==> config.mk <==
export PLATFORM = sky130hd
export DESIGN_NAME = stc_commutator
export DESIGN_NICKNAME = d
export VERILOG_FILES = /design/src/hw/stc_pkg.sv /design/src/hw/stc_commutator.sv
export SDC_FILE = /design/constraint.sdc
export NUM_CORES = 1
export LEC_CHECK = 0
export BUFFER_PORTS_ARGS = -buffer_cell sky130_fd_sc_hd__buf_2
export CELL_PAD_IN_SITES_DETAIL_PLACEMENT = 1
export CELL_PAD_IN_SITES_GLOBAL_PLACEMENT = 1
export CORE_ASPECT_RATIO = 1.25
export CORE_UTILIZATION = 40
export DETAILED_ROUTE_END_ITERATION = 8
export GPL_TIMING_DRIVEN = 0
export PLACE_DENSITY_LB_ADDON = 0.1
export SYNTH_ARGS = -nofsm -noshare
export SYNTH_HDL_FRONTEND = slang
export SYNTH_SLANG_ARGS = --single-unit
==> constraint.sdc <==
create_clock -name clk -period 4 [get_ports clk]
set_input_delay 0.6 -clock clk [delete_from_list [all_inputs] [get_ports clk]]
set_output_delay 0.6 -clock clk [all_outputs]
set_load 0.03 [all_outputs]
==> src/hw/stc_pkg.sv <==
// constants and types for the sensorless trapezoid commutator
package stc_pkg;
   localparam int unsigned CLK_HZ          = 10_000_000;
   // preset start delay, in seconds as specified
   localparam int unsigned PRESET_DELAY_S  = 90;
   localparam longint unsigned PRESET_DELAY_CYC =
      longint'(PRESET_DELAY_S) * longint'(CLK_HZ);
   // pwm period in ns, 20 kHz carrier
   localparam int unsigned PWM_PERIOD_NS   = 50_000;
   localparam int unsigned CLK_PERIOD_NS   = 100;
   localparam int unsigned PWM_PERIOD_CYC  = PWM_PERIOD_NS / CLK_PERIOD_NS;
   localparam int unsigned SAMPLE_W        = 10;
   localparam int unsigned ACC_W           = 20;
   localparam int unsigned DUTY_W          = 10;
   // default flux threshold
   localparam logic [ACC_W-1:0] FLUX_THR_RST = 20'h0012c;
   // speed duty presets, fraction of pwm period
   localparam logic [DUTY_W-1:0] DUTY_OFF  = 10'h000;
   localparam logic [DUTY_W-1:0] DUTY_LOW  = 10'h0c8;
   localparam logic [DUTY_W-1:0] DUTY_MED  = 10'h118;
   localparam logic [DUTY_W-1:0] DUTY_HIGH = 10'h190;
   localparam logic [DUTY_W-1:0] DUTY_HEAT = 10'h190;
   localparam logic [2:0] STEP_RST  = 3'h0;
   localparam logic [2:0] STEP_LAST = 3'h5;

   typedef enum logic [2:0] {
      STC_SPD_OFF, STC_SPD_LOW, STC_SPD_MED, STC_SPD_HIGH, STC_SPD_HEAT
   } stc_speed_type;
endpackage : stc_pkg

==> src/hw/stc_commutator.sv <==
// six-step sensorless trapezoid commutator with preset speed selection
//
// Contract
// - low select: low fan speed after 90 s delay
// - medium select: medium fan speed after 90 s delay
// - high delayed select: high fan speed after 90 s delay
// - heat select: electric heat setting at once, no delay
// - high immediate select: high fan speed at once
// - six-step 120 degree commutation timed from integrated back-emf
// - each 60 degree step has two legs active, third leg fully off
// - pwm only on one high side, other leg low side held on
// - first step: pwm phase A high, phase C low on, B open
// - sample open phase in pwm on-time, subtract half bus
// - accumulate back-emf, commutate when sum reaches threshold
// - flux threshold is a programmable input
// - integration starts when open phase crosses half bus level
// - one open phase conversion per pwm period
module stc_commutator #(
   parameter longint unsigned DELAY_CYC = stc_pkg::PRESET_DELAY_CYC,
   parameter int unsigned     PWM_CYC   = stc_pkg::PWM_PERIOD_CYC
) (
   input  wire logic                         clk,
   input  wire logic                         rst_n,
   input  wire logic                         preset_low_select,
   input  wire logic                         preset_medium_select,
   input  wire logic                         preset_high_delayed_select,
   input  wire logic                         preset_heat_select,
   input  wire logic                         preset_high_immediate_select,
   input  wire logic [stc_pkg::ACC_W-1:0]    fluxThreshold,
   input  wire logic [stc_pkg::SAMPLE_W-1:0] openPhaseSample,
   input  wire logic [stc_pkg::SAMPLE_W-1:0] busSample,
   output logic                              phaseAHigh,
   output logic                              phaseALow,
   output logic                              phaseBHigh,
   output logic                              phaseBLow,
   output logic                              phaseCHigh,
   output logic                              phaseCLow,
   output logic                              sampleStrobe,
   output logic                              heatOn,
   output logic [2:0]                        commStep,
   output logic [stc_pkg::DUTY_W-1:0]        dutyActive
);
   localparam int unsigned CW = 40;
   localparam int unsigned PW = 16;
   localparam logic [CW-1:0] DELAY_LAST = CW'(DELAY_CYC - 1);
   localparam logic [PW-1:0] PWM_LAST   = PW'(PWM_CYC - 1);

   // two-stage synchronisers for the isolated preset lines
   logic [4:0] presetMeta_reg;
   logic [4:0] presetSync_reg;
   always_ff @(posedge clk) begin
      presetMeta_reg <= rst_n ? {preset_high_immediate_select,
         preset_heat_select, preset_high_delayed_select,
         preset_medium_select, preset_low_select} : 5'h00;
      presetSync_reg <= rst_n ? presetMeta_reg : 5'h00;
   end

   // preset decode; lowest line wins if several appear, which is illegal
   wire logic [4:0] sel = presetSync_reg;
   stc_pkg::stc_speed_type reqSpeed;
   wire logic reqDelayed = sel[0] | sel[1] | sel[2];
   assign reqSpeed = sel[0] ? stc_pkg::STC_SPD_LOW  :
                     sel[1] ? stc_pkg::STC_SPD_MED  :
                     sel[2] ? stc_pkg::STC_SPD_HIGH :
                     sel[3] ? stc_pkg::STC_SPD_HEAT :
                     sel[4] ? stc_pkg::STC_SPD_HIGH :
                              stc_pkg::STC_SPD_OFF;

   function automatic logic [stc_pkg::DUTY_W-1:0] speedDuty(
      input stc_pkg::stc_speed_type s);
      case (s)
         stc_pkg::STC_SPD_LOW:  speedDuty = stc_pkg::DUTY_LOW;
         stc_pkg::STC_SPD_MED:  speedDuty = stc_pkg::DUTY_MED;
         stc_pkg::STC_SPD_HIGH: speedDuty = stc_pkg::DUTY_HIGH;
         stc_pkg::STC_SPD_HEAT: speedDuty = stc_pkg::DUTY_HEAT;
         default:               speedDuty = stc_pkg::DUTY_OFF;
      endcase
   endfunction : speedDuty

   // delay timer; any change of selection restarts it
   logic [4:0]    selPrev_reg;
   logic [CW-1:0] delayCnt_reg;
   wire logic selChanged = (sel != selPrev_reg);
   wire logic delayDone  = (delayCnt_reg == DELAY_LAST);
   always_ff @(posedge clk) begin
      selPrev_reg <= rst_n ? sel : 5'h00;
      if (!rst_n || selChanged || !reqDelayed)
         delayCnt_reg <= '0;
      else if (!delayDone)
         delayCnt_reg <= delayCnt_reg + CW'(1);
   end

   // applied speed: delayed presets wait, heat and high-now apply at once
   stc_pkg::stc_speed_type speed_reg;
   stc_pkg::stc_speed_type speed_next;
   always_comb begin
      speed_next = speed_reg;
      if (reqDelayed)
         speed_next = (delayDone && !selChanged) ? reqSpeed
                                                 : stc_pkg::STC_SPD_OFF;
      else
         speed_next = reqSpeed;
   end
   always_ff @(posedge clk) begin
      speed_reg  <= rst_n ? speed_next : stc_pkg::STC_SPD_OFF;
      heatOn     <= rst_n && (speed_next == stc_pkg::STC_SPD_HEAT);
      dutyActive <= rst_n ? speedDuty(speed_next) : stc_pkg::DUTY_OFF;
   end

   // pwm carrier; sample point sits mid on-time
   logic [PW-1:0] pwmCnt_reg;
   always_ff @(posedge clk) begin
      if (!rst_n || pwmCnt_reg == PWM_LAST)
         pwmCnt_reg <= '0;
      else
         pwmCnt_reg <= pwmCnt_reg + PW'(1);
   end
   wire logic pwmOn = (PW'(dutyActive) > pwmCnt_reg);
   // one sample per period, taken in on-time
   wire logic samplePoint = pwmOn && (pwmCnt_reg == PW'(dutyActive >> 1));

   // back-emf: open phase minus half bus, signed
   wire logic signed [stc_pkg::SAMPLE_W:0] bemf =
      $signed({1'b0, openPhaseSample}) -
      $signed({2'b00, busSample[stc_pkg::SAMPLE_W-1:1]});

   // integrator and six-step sequencer
   logic [stc_pkg::ACC_W-1:0] acc_reg;
   logic                      integ_reg;
   logic [2:0]                step_reg;
   wire logic crossed  = sampleStrobe && !bemf[stc_pkg::SAMPLE_W];
   wire logic [stc_pkg::ACC_W-1:0] accAdd =
      acc_reg + stc_pkg::ACC_W'(unsigned'(bemf[stc_pkg::SAMPLE_W-1:0]));
   wire logic commutate = integ_reg && (acc_reg >= fluxThreshold);
   always_ff @(posedge clk) begin
      sampleStrobe <= rst_n && samplePoint;
      if (!rst_n) begin
         acc_reg   <= '0;
         integ_reg <= 1'b0;
         step_reg  <= stc_pkg::STEP_RST;
      end else if (commutate) begin
         acc_reg   <= '0;
         integ_reg <= 1'b0;
         step_reg  <= (step_reg == stc_pkg::STEP_LAST) ? stc_pkg::STEP_RST
                                                       : step_reg + 3'h1;
      end else if (crossed) begin
         // start at half-bus crossing; flux timing
         integ_reg <= 1'b1;
         acc_reg   <= accAdd;
      end
   end

   // step table: high-side pwm leg, low-side on leg
   logic [1:0] hiLeg;
   logic [1:0] loLeg;
   always_comb begin
      case (step_reg)
         3'h0:    begin hiLeg = 2'h0; loLeg = 2'h2; end
         3'h1:    begin hiLeg = 2'h1; loLeg = 2'h2; end
         3'h2:    begin hiLeg = 2'h1; loLeg = 2'h0; end
         3'h3:    begin hiLeg = 2'h2; loLeg = 2'h0; end
         3'h4:    begin hiLeg = 2'h2; loLeg = 2'h1; end
         3'h5:    begin hiLeg = 2'h0; loLeg = 2'h1; end
         default: begin hiLeg = 2'h0; loLeg = 2'h2; end
      endcase
   end
   wire logic run = (dutyActive != stc_pkg::DUTY_OFF);
   always_ff @(posedge clk) begin
      phaseAHigh <= rst_n && run && pwmOn && hiLeg == 2'h0;
      phaseBHigh <= rst_n && run && pwmOn && hiLeg == 2'h1;
      phaseCHigh <= rst_n && run && pwmOn && hiLeg == 2'h2;
      phaseALow  <= rst_n && run && loLeg == 2'h0;
      phaseBLow  <= rst_n && run && loLeg == 2'h1;
      phaseCLow  <= rst_n && run && loLeg == 2'h2;
      commStep   <= rst_n ? step_reg : stc_pkg::STEP_RST;
   end

   // never both switches of one leg
   property p_leg_safe;
      @(posedge clk) disable iff (!rst_n)
      !(phaseAHigh && phaseALow) && !(phaseBHigh && phaseBLow)
         && !(phaseCHigh && phaseCLow);
   endproperty
   a_leg_safe: assert property (p_leg_safe)
      else $error("leg shoot-through");
   property p_step0;
      @(posedge clk) disable iff (!rst_n)
      // lows lag dutyActive by one clock, so wait for a settled duty
      (commStep == 3'h0 && dutyActive != stc_pkg::DUTY_OFF
         && $stable(commStep) && $stable(dutyActive))
         |-> phaseCLow && !phaseCHigh && !phaseBHigh && !phaseBLow
             && !phaseALow;
   endproperty
   a_step0: assert property (p_step0)
      else $error("step zero pattern wrong");
   property p_adv;
      @(posedge clk) disable iff (!rst_n)
      // accumulator clear one clock on, new step on the output a clock later
      commutate |=> acc_reg == '0 ##1
         commStep == (($past(commStep, 2) == stc_pkg::STEP_LAST)
            ? stc_pkg::STEP_RST : $past(commStep, 2) + 3'h1);
   endproperty
   a_adv: assert property (p_adv)
      else $error("commutation did not advance");
   // immediate high applied within sync latency
   property p_now;
      @(posedge clk) disable iff (!rst_n)
      $rose(sel[4]) && sel[3:0] == 4'h0 |=> ##[0:2]
         dutyActive == stc_pkg::DUTY_HIGH;
   endproperty
   a_now: assert property (p_now)
      else $error("immediate high not applied");
   property p_hold;
      @(posedge clk) disable iff (!rst_n)
      $rose(sel[0]) |=> dutyActive == 10'h000 [*2];
   endproperty
   a_hold: assert property (p_hold)
      else $error("delayed preset applied early");
   property p_one_sample;
      @(posedge clk) disable iff (!rst_n)
      sampleStrobe |=> !sampleStrobe [*3];
   endproperty
   a_one_sample: assert property (p_one_sample)
      else $error("two samples in one period");
   property p_on;
      @(posedge clk) disable iff (!rst_n)
      sampleStrobe |-> phaseAHigh || phaseBHigh || phaseCHigh;
   endproperty
   a_on: assert property (p_on)
      else $error("sample outside on-time");
   property p_heat;
      @(posedge clk) disable iff (!rst_n)
      $rose(sel[3]) && sel[2:0] == 3'h0 |=> ##[0:2] heatOn;
   endproperty
   a_heat: assert property (p_heat)
      else $error("heat not entered");
endmodule : stc_commutator

## Word level (Yosys, flattened, before mapping)

Cells that the tools add are included.

- $lt $le $gt $ge: 2
- Multiplexer cells: 11
- Equality and inequality tests: 17
- $add $sub $neg: 5
- Reductions and logical operators: 30
- Bitwise gates (word level): 3

Operators with widths:

| kind | count |
|---|---|
| adder 40 x 1 -> 40 bit (second input constant) | 1 |
| == test 40 x 30 -> 1 bit (second input constant) | 1 |
| one-hot mux 9 bit (3 select lines) | 1 |
| 2-to-1 mux 3 bit | 7 |
| adder 20 x 10 -> 20 bit | 1 |
| >= comparator 20 bit | 1 |
| adder 16 x 1 -> 16 bit (second input constant) | 1 |
| == test 16 x 9 -> 1 bit | 1 |
| == test 16 x 9 -> 1 bit (second input constant) | 1 |
| > comparator 10 x 16 -> 1 bit | 1 |
| logical AND 1 bit | 14 |
| == test 3 x 2 -> 1 bit (second input constant) | 4 |
| OR reduction 2 bit | 6 |
| subtractor 10 x 9 -> 11 bit | 1 |
| nonzero test 10 bit | 1 |
| == test 3 bit (second input constant) | 3 |
| one-hot mux 2 bit (2 select lines) | 2 |
| == test 3 x 1 -> 1 bit (second input constant) | 2 |
| inequality test 5 bit | 1 |
| == test 2 x 1 -> 1 bit (second input constant) | 2 |
| == test 2 bit (second input constant) | 2 |
| zero test 1 bit | 4 |
| zero test 2 bit | 2 |
| adder 3 x 1 -> 3 bit (second input constant) | 1 |
| 4 further kinds | 7 |

- Logic and storage cells: 86
- Register bits: 116
- Output and inout bits: 21
- Input bits: 47

## Longest topological paths before layout

Gate-level depths: netlist (run 1).

- Depth after elaboration: 10
- Gate-level depth with buffers: 15
- Gate-level depth less buffers: 15

## Least setup slack after synthesis (run 1)

OpenSTA, ideal clock, no wires.

- Path type: input to register
- Start: in busSample[2] in the netlist's numbering
- End: reg acc_reg[17] in the netlist's numbering
- Slack: 0.565 ns
- Path buffers: 0
- Stages on the path: 14
- Library setup time: 0.071 ns
- Arrival: 3.365 ns
- Data required time: 3.929 ns
- Path through: inv_1 ha_1 nor2b_1 o21ai_0 a21boi_0 o311ai_0 nand3_1 o311a_1 ha_1 nand2_1 nor4_2 o21ai_1 or4_1 a21oi_1

- Word-level cells in the longest chain between the ends: 3
- Elaborated cells on any way between the ends: 4
- Classes of those cells: add/sub (2); reduce/logical (2)

Ends and longest elaborated chain:

| what | line | source |
|---|---|---|
| start: declaration | stc_commutator.sv:31 | `input wire logic [stc_pkg::SAMPLE_W-1:0] busSample,` |
| subtractor 10 x 9 -> 11 bit * | stc_commutator.sv:124 | `$signed({1'b0, openPhaseSample}) -` |
| branches (longest 2 deep; another with adder 20 x 10 -> 20 bit) | -- |  |
| end signal: assignment | stc_commutator.sv:138 | `acc_reg <= '0;` |
| end signal: assignment | stc_commutator.sv:142 | `acc_reg <= '0;` |
| end signal: assignment | stc_commutator.sv:149 | `acc_reg <= accAdd;` |
| end: declaration | stc_commutator.sv:128 | `logic [stc_pkg::ACC_W-1:0] acc_reg;` |

Every way passes the cells marked *.
A chain may end at the register's enable or synchronous reset.

## Worst setup path in the final report (run 1)

Ends and elaborated chain as after synthesis.

==> results.md, run 1 <==
| Result | Reported |
|:---|:---|
| Transition time of the tightest slew-check pin | 1073 ps |
| Post-DP HPWL | 12.15 mm |
| Setup crit end kind | flop |
| Slack of the worst reg-to-reg path | 1280 ps |
| Max FFs per register | 40 |
| Post-Route Utilization | 47.04% |
| Clock sink count | 110 |
| Net count, final | 916 |
| EDFF count, synth | 0 |
| TritonCTS clock tree | done |
| Most common flop cell mapped by yosys | dfxtp_1 |
| Worst min-delay path category | flop to flop |
| Achievable Freq | 270.5 MHz |
| Fin worst setup slack | 303.2 ps |
| Peak supply drop | 194.9 uV |
| Setup Viol. Count Final | 0 |
| Total power divided by cell area | 321.9 nW/um^2 |
| Remaining antenna violation count | 0 |
| Register clock-pin slew on the reported worst setup and hold paths | 80 ps |
| Overall die height | 141.9 um |
| Worst Path Class, Setup | primary input to flop |
| Overall track demand over capacity in global routing | 20.15% |
| Hold_ws | 438.6 ps |
| Die outline width | 113.9 um |
| Reported max-cap violation count | 0 |
| Vias after detailed routing | 5,440 |
| Post-route cell area | 7122 um^2 |
| Placed standard-cell area | 6842 um^2 |
| Library cell used as clock root buffer | clkbuf_16 |
| Slowest stage delay, CP | 450 ps |
| Total leakage power | 2.784 nW |
| Area taken by multi-input logic gates | 3705 um^2 |
| Overflow left after global routing | 0 |
| Critical path peak fanout | 6 |
| Crit-path cells | buf_2, inv_1, ha_1, nor2b_1, o21ai_0, a21boi_0, o311ai_1, nand3_1, o311a_1, ha_1, nand2_1, nor4_2, o21ai_1, or4_1, a21oi_1 |
| Ratio of final minimum period to clock period | 92.42% |
| Worst path most repeated cell | ha_1 |
| Total DRC errors in the routed layout | 0 |
| Final hold violation count | 0 |
| Critical path startpoint | busSample[2] |
| Kind of cell adding the most delay to the critical path | compound AO/OA/AOI/OAI gates |
| YS warnings | 0 |
| Floorplan core area | 15,140 um^2 |
| Post-synthesis sequential area ratio | 35.17% |
| Sort of element at the start of the critical path | primary input |
| Headroom to the max-slew limit | 27.54% |
| Count of buffers inserted at the top-level ports | 61 |
| Diodes inserted | 0 |
| Setup repair after global routing missed its margin | no |
| Fin crit period | 3697 ps |
| Total wirelength of the detailed-routed design | 15.56 mm |
| Area of the die | 16,160 um^2 |
| Arrival time at the worst endpoint | 3970 ps |
| Effective utilization at floorplan | 41.36% |
| Fraction of final layout cells sized beyond drive strength 1 | 12.39% |
| Cells after Synth | 742 |
| DP Cell Count | 1,015 |
| Launch point of the worst hold path | presetMeta_reg[1] |
| Commonest non-fill, non-tap cell in the layout | dfxtp_1 |
| Final-report max-slew violation count | 0 |
| Setup TNS | 0 ps |
| Average detailed-routed wire length per instance | 15.09 um |
| Std-Cell Rows | 50 |
| Netlist area before placement | 6261 um^2 |
| Number of unique standard cell types used by synthesis | 66 |
| Relative area change from synthesis to final layout | 13.75% |
| Total area of sequential cells | 2202 um^2 |
| Worst setup timing slack at the placement stage | -174.1 ps |
| Post-route non-filler standard cell count | 1,031 |
| Clock insertion delay at the later pin of the skew report | 350 ps |
| Drt via density | 5.276 |
| FFs w/ async S/R, synth | 0% |
| Maximum clock insertion buffer count | 2 |
| Buffers and inverters on the worst path | 2 |
| RD Place Congestion | 0.8088 |
| Synthesized area per cell | 8.438 um^2 |
| Flip-flop and latch count after synthesis | 110 |
| CTS H-tree depth | 3 |
| Violation count after the first detailed-routing iteration | 130 |
| Total I/O pin count | 68 |
| Tot Pwr | 2.292 mW |
| Filler cell count | 1,874 |
| Clock buffer count from CTS | 9 |
| Number of gates given a new drive strength after cts | 0 |
| Maximum number of pins on one net before global-route repair | 20 |
| Initial antenna violation count | 0 |
| Outcome | finished, final reports clean |
| Buffers inserted by post-CTS timing repair | 0 |
| Worst R2R Start | acc_reg[0] |
| Detailed-routing iteration count for the pre-antenna-repair pass | 4 |
| Number of global-route vias before repair | 5,773 |
| Hold-fix buffers at CTS | 0 |
| Slowest stage cell on the critical path | or4_1 |
| Wire length of the first global-routing pass | 26.41 mm |
| Commonest cells after routing, fill and taps aside | 110 x dfxtp_1, 98 x nor2_1, 65 x buf_2 |
| Post-route clock skew | 11.00 ps |
| Required time of the critical path | 4270 ps |
[Yosys cell counts (4+ instances only)]
library cell | number | share of area (%)
nor4b_1 | 5 | 0.70
a21oi_1 | 36 | 2.9
nand2b_1 | 5 | 0.50
nand2_1 | 42 | 2.5
xnor2_1 | 51 | 7.1
and4_1 | 6 | 0.84
or4_1 | 10 | 1.2
a21o_1 | 4 | 0.48
nand3_1 | 27 | 2.2
buf_4 | 8 | 0.96
and2_1 | 18 | 1.8
or3_1 | 10 | 1.0
nor3_1 | 17 | 1.4
nor4_1 | 13 | 1.3
inv_1 | 59 | 3.5
buf_2 | 4 | 0.32
o21ai_0 | 23 | 1.8
nor2b_1 | 8 | 0.80
nor2_1 | 98 | 5.9
dfxtp_1 | 110 | 35
a211oi_1 | 6 | 0.72
and3_1 | 9 | 0.90
mux2i_1 | 8 | 1.3
o21a_1 | 6 | 0.72
clkbuf_1 | 17 | 1.0
xor2_1 | 16 | 2.2
o31ai_1 | 7 | 0.84
nand4_1 | 15 | 1.5
ha_1 | 49 | 9.8
[path summary, 6_finish.rpt]
check | end | cells past startpoint
setup / recovery | acc_reg[17] | 15
hold / removal | presetSync_reg[1] | 1
setup reg to reg | acc_reg[18] | 8
hold reg to reg | presetSync_reg[1] | 1
[power breakdown]
part,internal (mW),switching (mW)
sequential,1.11,0.0138
clock,0.435,0.431
combinational,0.128,0.174
[metal layers]
metal	track usage, %	share of wire, %	vias up
li1	-	-	2719
met1	21.79	43	2625
met2	39.96	54	73
met3	2.435	1.9	23
met4	6.425	1.9	0
met5	0	0	-
[cells by family (layout without fill, tap and decap cells)]
logic type	after synthesis	after routing	synth area share, %
simple gates	303	303	25.50
compound gates	112	112	12.11
flops	110	110	35.17
buf+inv	89	166	5.895
xor+xnor	67	67	9.372
fa+ha+maj	51	51	10.43
mux	9	9	1.459
other cells	1	5	0.05989
[area by class of cell]
cell class | instances | area share (%)
multi-input combinational | 547 | 52.02
timing repair buffer | 61 | 4.287
buffer | 29 | 2.020
sequential | 110 | 30.92
inverter | 60 | 3.162
tap | 208 | 3.654
clock buffer | 10 | 3.215
clock inverter | 6 | 0.7203
(Power assumes the default switching activity.)
==> inputs of run 2 (changes only) <==
--- a/config.mk
+++ b/config.mk
@@ -10,6 +10,7 @@
 export CELL_PAD_IN_SITES_GLOBAL_PLACEMENT = 1
 export CORE_ASPECT_RATIO = 1.25
 export CORE_UTILIZATION = 40
+export CTS_BUF_LIST = sky130_fd_sc_hd__clkbuf_8
 export DETAILED_ROUTE_END_ITERATION = 8
 export GPL_TIMING_DRIVEN = 0
 export PLACE_DENSITY_LB_ADDON = 0.1
==> results.md, run 2 (same netlist as run 1, synthesis figures left out) <==
| Result | Reported | Change |
|:---|:---|:---|
| Overall track demand over capacity in global routing | 19.95% | -0.20 points |
| Final-report max-slew violation count | 0 | unchanged |
| GRT met2 Usage | 38.80% | -1.2 points |
| Post-route cell area | 7020 um^2 | -1.4% |
| Setup TNS | 0 ps | unchanged |
| Vias after detailed routing | 5,417 | -0.42% |
| Setup crit end kind | flop |  |
| Headroom to the max-slew limit | 27.89% | +0.35 points |
| Area of the die | 16,160 um^2 | unchanged |
| Register clock-pin slew on the reported worst setup and hold paths | 110 ps | +30 ps |
| Total I/O pin count | 68 | unchanged |
| Required time of the critical path | 4320 ps | +50 ps |
| Overflow left after global routing | 0 | unchanged |
| Reported max-cap violation count | 0 | unchanged |
| Post-route clock skew | 11.28 ps | +0.2792 ps |
| Violation count after the first detailed-routing iteration | 133 | +2.3% |
| Setup Viol. Count Final | 0 | unchanged |
| Area taken by multi-input logic gates | 3705 um^2 | unchanged |
| Met3 track demand over resource | 2.563% | +0.13 points |
| Buffers inserted by post-CTS timing repair | 0 | unchanged |
| Placed standard-cell area | 6842 um^2 | unchanged |
| Relative area change from synthesis to final layout | 12.13% |  |
| Detailed-routing iteration count for the pre-antenna-repair pass | 4 | unchanged |
| Remaining antenna violation count | 0 | unchanged |
| Most utilized layer in the global route result | met2 |  |
| TritonCTS clock tree | done |  |
| Total leakage power | 2.742 nW | -1.5% |
| Post-Route Utilization | 46.37% | -0.67 points |
| Post-DP HPWL | 12.15 mm | unchanged |
| Wire length of the first global-routing pass | 26.08 mm | -1.3% |
| Initial antenna violation count | 0 | unchanged |
| Count of buffers inserted at the top-level ports | 61 | unchanged |
| Net count, final | 916 | unchanged |
| Maximum clock insertion buffer count | 2 | unchanged |
| Average detailed-routed wire length per instance | 14.80 um | -2.0% |
| Drt via density | 5.254 | -0.42% |
| Total power divided by cell area | 295.3 nW/um^2 | -8.3% |
| Relative contribution of combinational cells to total power | 14.6% | +1.4 points |
| Clock insertion delay at the later pin of the skew report | 390 ps | +40 ps |
| Commonest cells after routing, fill and taps aside | 110 x dfxtp_1, 98 x nor2_1, 65 x buf_2 |  |
| Number of global-route vias before repair | 5,712 | -1.1% |
| Worst min-delay path category | primary input to flop |  |
| Std-Cell Rows | 50 | unchanged |
| Floorplan core area | 15,140 um^2 | unchanged |
| Achievable Freq | 273.8 MHz | +1.2% |
| Arrival time at the worst endpoint | 3970 ps | about the same |
| Diodes inserted | 0 | unchanged |
| Net load switching power | 0.5974 mW | -3.4% |
| Fraction of final layout cells sized beyond drive strength 1 | 12.39% | unchanged |
| Sort of element at the start of the critical path | primary input |  |
| Outcome | finished, final reports clean |  |
| Internal Dissipation | 1.476 mW | -12% |
| Net switching share of the total power | 28.82% | +1.8 points |
| Setup repair after global routing missed its margin | no |  |
| Max FFs per register | 40 | unchanged |
| Clock sink count | 110 | unchanged |
| Total DRC errors in the routed layout | 0 | unchanged |
| Commonest non-fill, non-tap cell in the layout | dfxtp_1 |  |
| Ratio of final minimum period to clock period | 91.32% | -1.1 points |
| Global Route met1 Usage | 21.66% | -0.14 points |
| Peak supply drop | 164.4 uV | -16% |
| RD Place Congestion | 0.8088 | unchanged |
| Die outline width | 113.9 um | unchanged |
| Clock share of power | 31.2% | -6.6 points |
| Worst Path Class, Setup | primary input to flop |  |
| Total wirelength of the detailed-routed design | 15.25 mm | -2.0% |
| Transition time of the tightest slew-check pin | 1068 ps | -5.180 ps |
| Effective utilization at floorplan | 41.36% | unchanged |
| Critical path peak fanout | 6 | unchanged |
| Final hold violation count | 0 | unchanged |
| Clock buffer count from CTS | 9 | unchanged |
| Maximum number of pins on one net before global-route repair | 20 | unchanged |
| Filler cell count | 1,885 | +0.59% |
| Sequential share of power | 54.3% | +5.3 points |
| Library cell used as clock root buffer | clkbuf_8 |  |
| Overall die height | 141.9 um | unchanged |
| CTS H-tree depth | 3 | unchanged |
| Total area of sequential cells | 2202 um^2 | unchanged |
| Fin crit period | 3653 ps | -43.81 ps |
==> run 2: changes by cell type in the layout (fill, tap and decap cells not counted), sizes merged <==
cell and change:
clkbuf -1, inv +1
==> run 2: final timing paths <==
check                             from           endpoint  slack [ps]  cells after the start
setup / recovery          busSample[2]        acc_reg[17]         350                     15
hold reg to reg      presetMeta_reg[1]  presetSync_reg[1]         450                      1
setup reg to reg            acc_reg[0]        acc_reg[18]        1270                      8
hold / removal    preset_medium_select  presetMeta_reg[1]         410                      2
==> run 2: power by group through the flow <==
stage / Combinational, mW / Sequential, mW / Clock, mW
2_1_floorplan: 0.217 / 1.15 / 0
3_3_place_gp: 0.287 / 1.15 / 0
3_5_place_dp: 0.303 / 1.15 / 0
4_1_cts: 0.305 / 1.13 / 0.674
5_1_grt: 0.345 / 1.13 / 0.715
6_report: 0.302 / 1.12 / 0.646
==> run 2: metal layers <==
metal / part of all wire [%] / up-vias / wire length (um)
met5: 0 / - / 0
met4: 2.0 / 0 / 302
met3: 1.9 / 24 / 295
met2: 53 / 69 / 8144
met1: 43 / 2611 / 6511
li1: - / 2713 / -
==> run 2: final cells by class <==
type | instances | area share (%)
multi-input combinational | 547 | 52.77
inverter | 60 | 3.208
clock buffer | 9 | 1.764
timing repair buffer | 61 | 4.349
tap | 208 | 3.707
sequential | 110 | 31.37
clock inverter | 7 | 0.7842
buffer | 29 | 2.050
==> run 2: worst max-delay path: stages <==
cell and delay (ps):
buf_2 100, inv_1 50, ha_1 250, nor2b_1 120, o21ai_0 230, a21boi_0 240
o311ai_1 410, nand3_1 130, o311a_1 150, ha_1 410, nand2_1 100, nor4_2 340
o21ai_1 230, or4_1 450, a21oi_1 150
==> run 2: metrics by stage <==
stage,std cells,power (mW),hold WS [ps],setup WS [ps]
3_5_place_dp,1015,1.454,425.3,-174.1
4_1_cts,1031,2.105,395.4,219.8
6_report,1031,2.073,410.0,347.1
2_1_floorplan,746,1.369,411.9,564.9
5_1_grt,1031,2.187,398.9,64.24
3_3_place_gp,1015,1.437,414.7,-63.53
==> run 2: timing repair <==
action / in CTS / in global routing
resized for setup: 0 / 1
hold buffers: 0 / 0
endpoints found under the setup margin: 0 / 2
endpoints found under the hold margin: 0 / 0
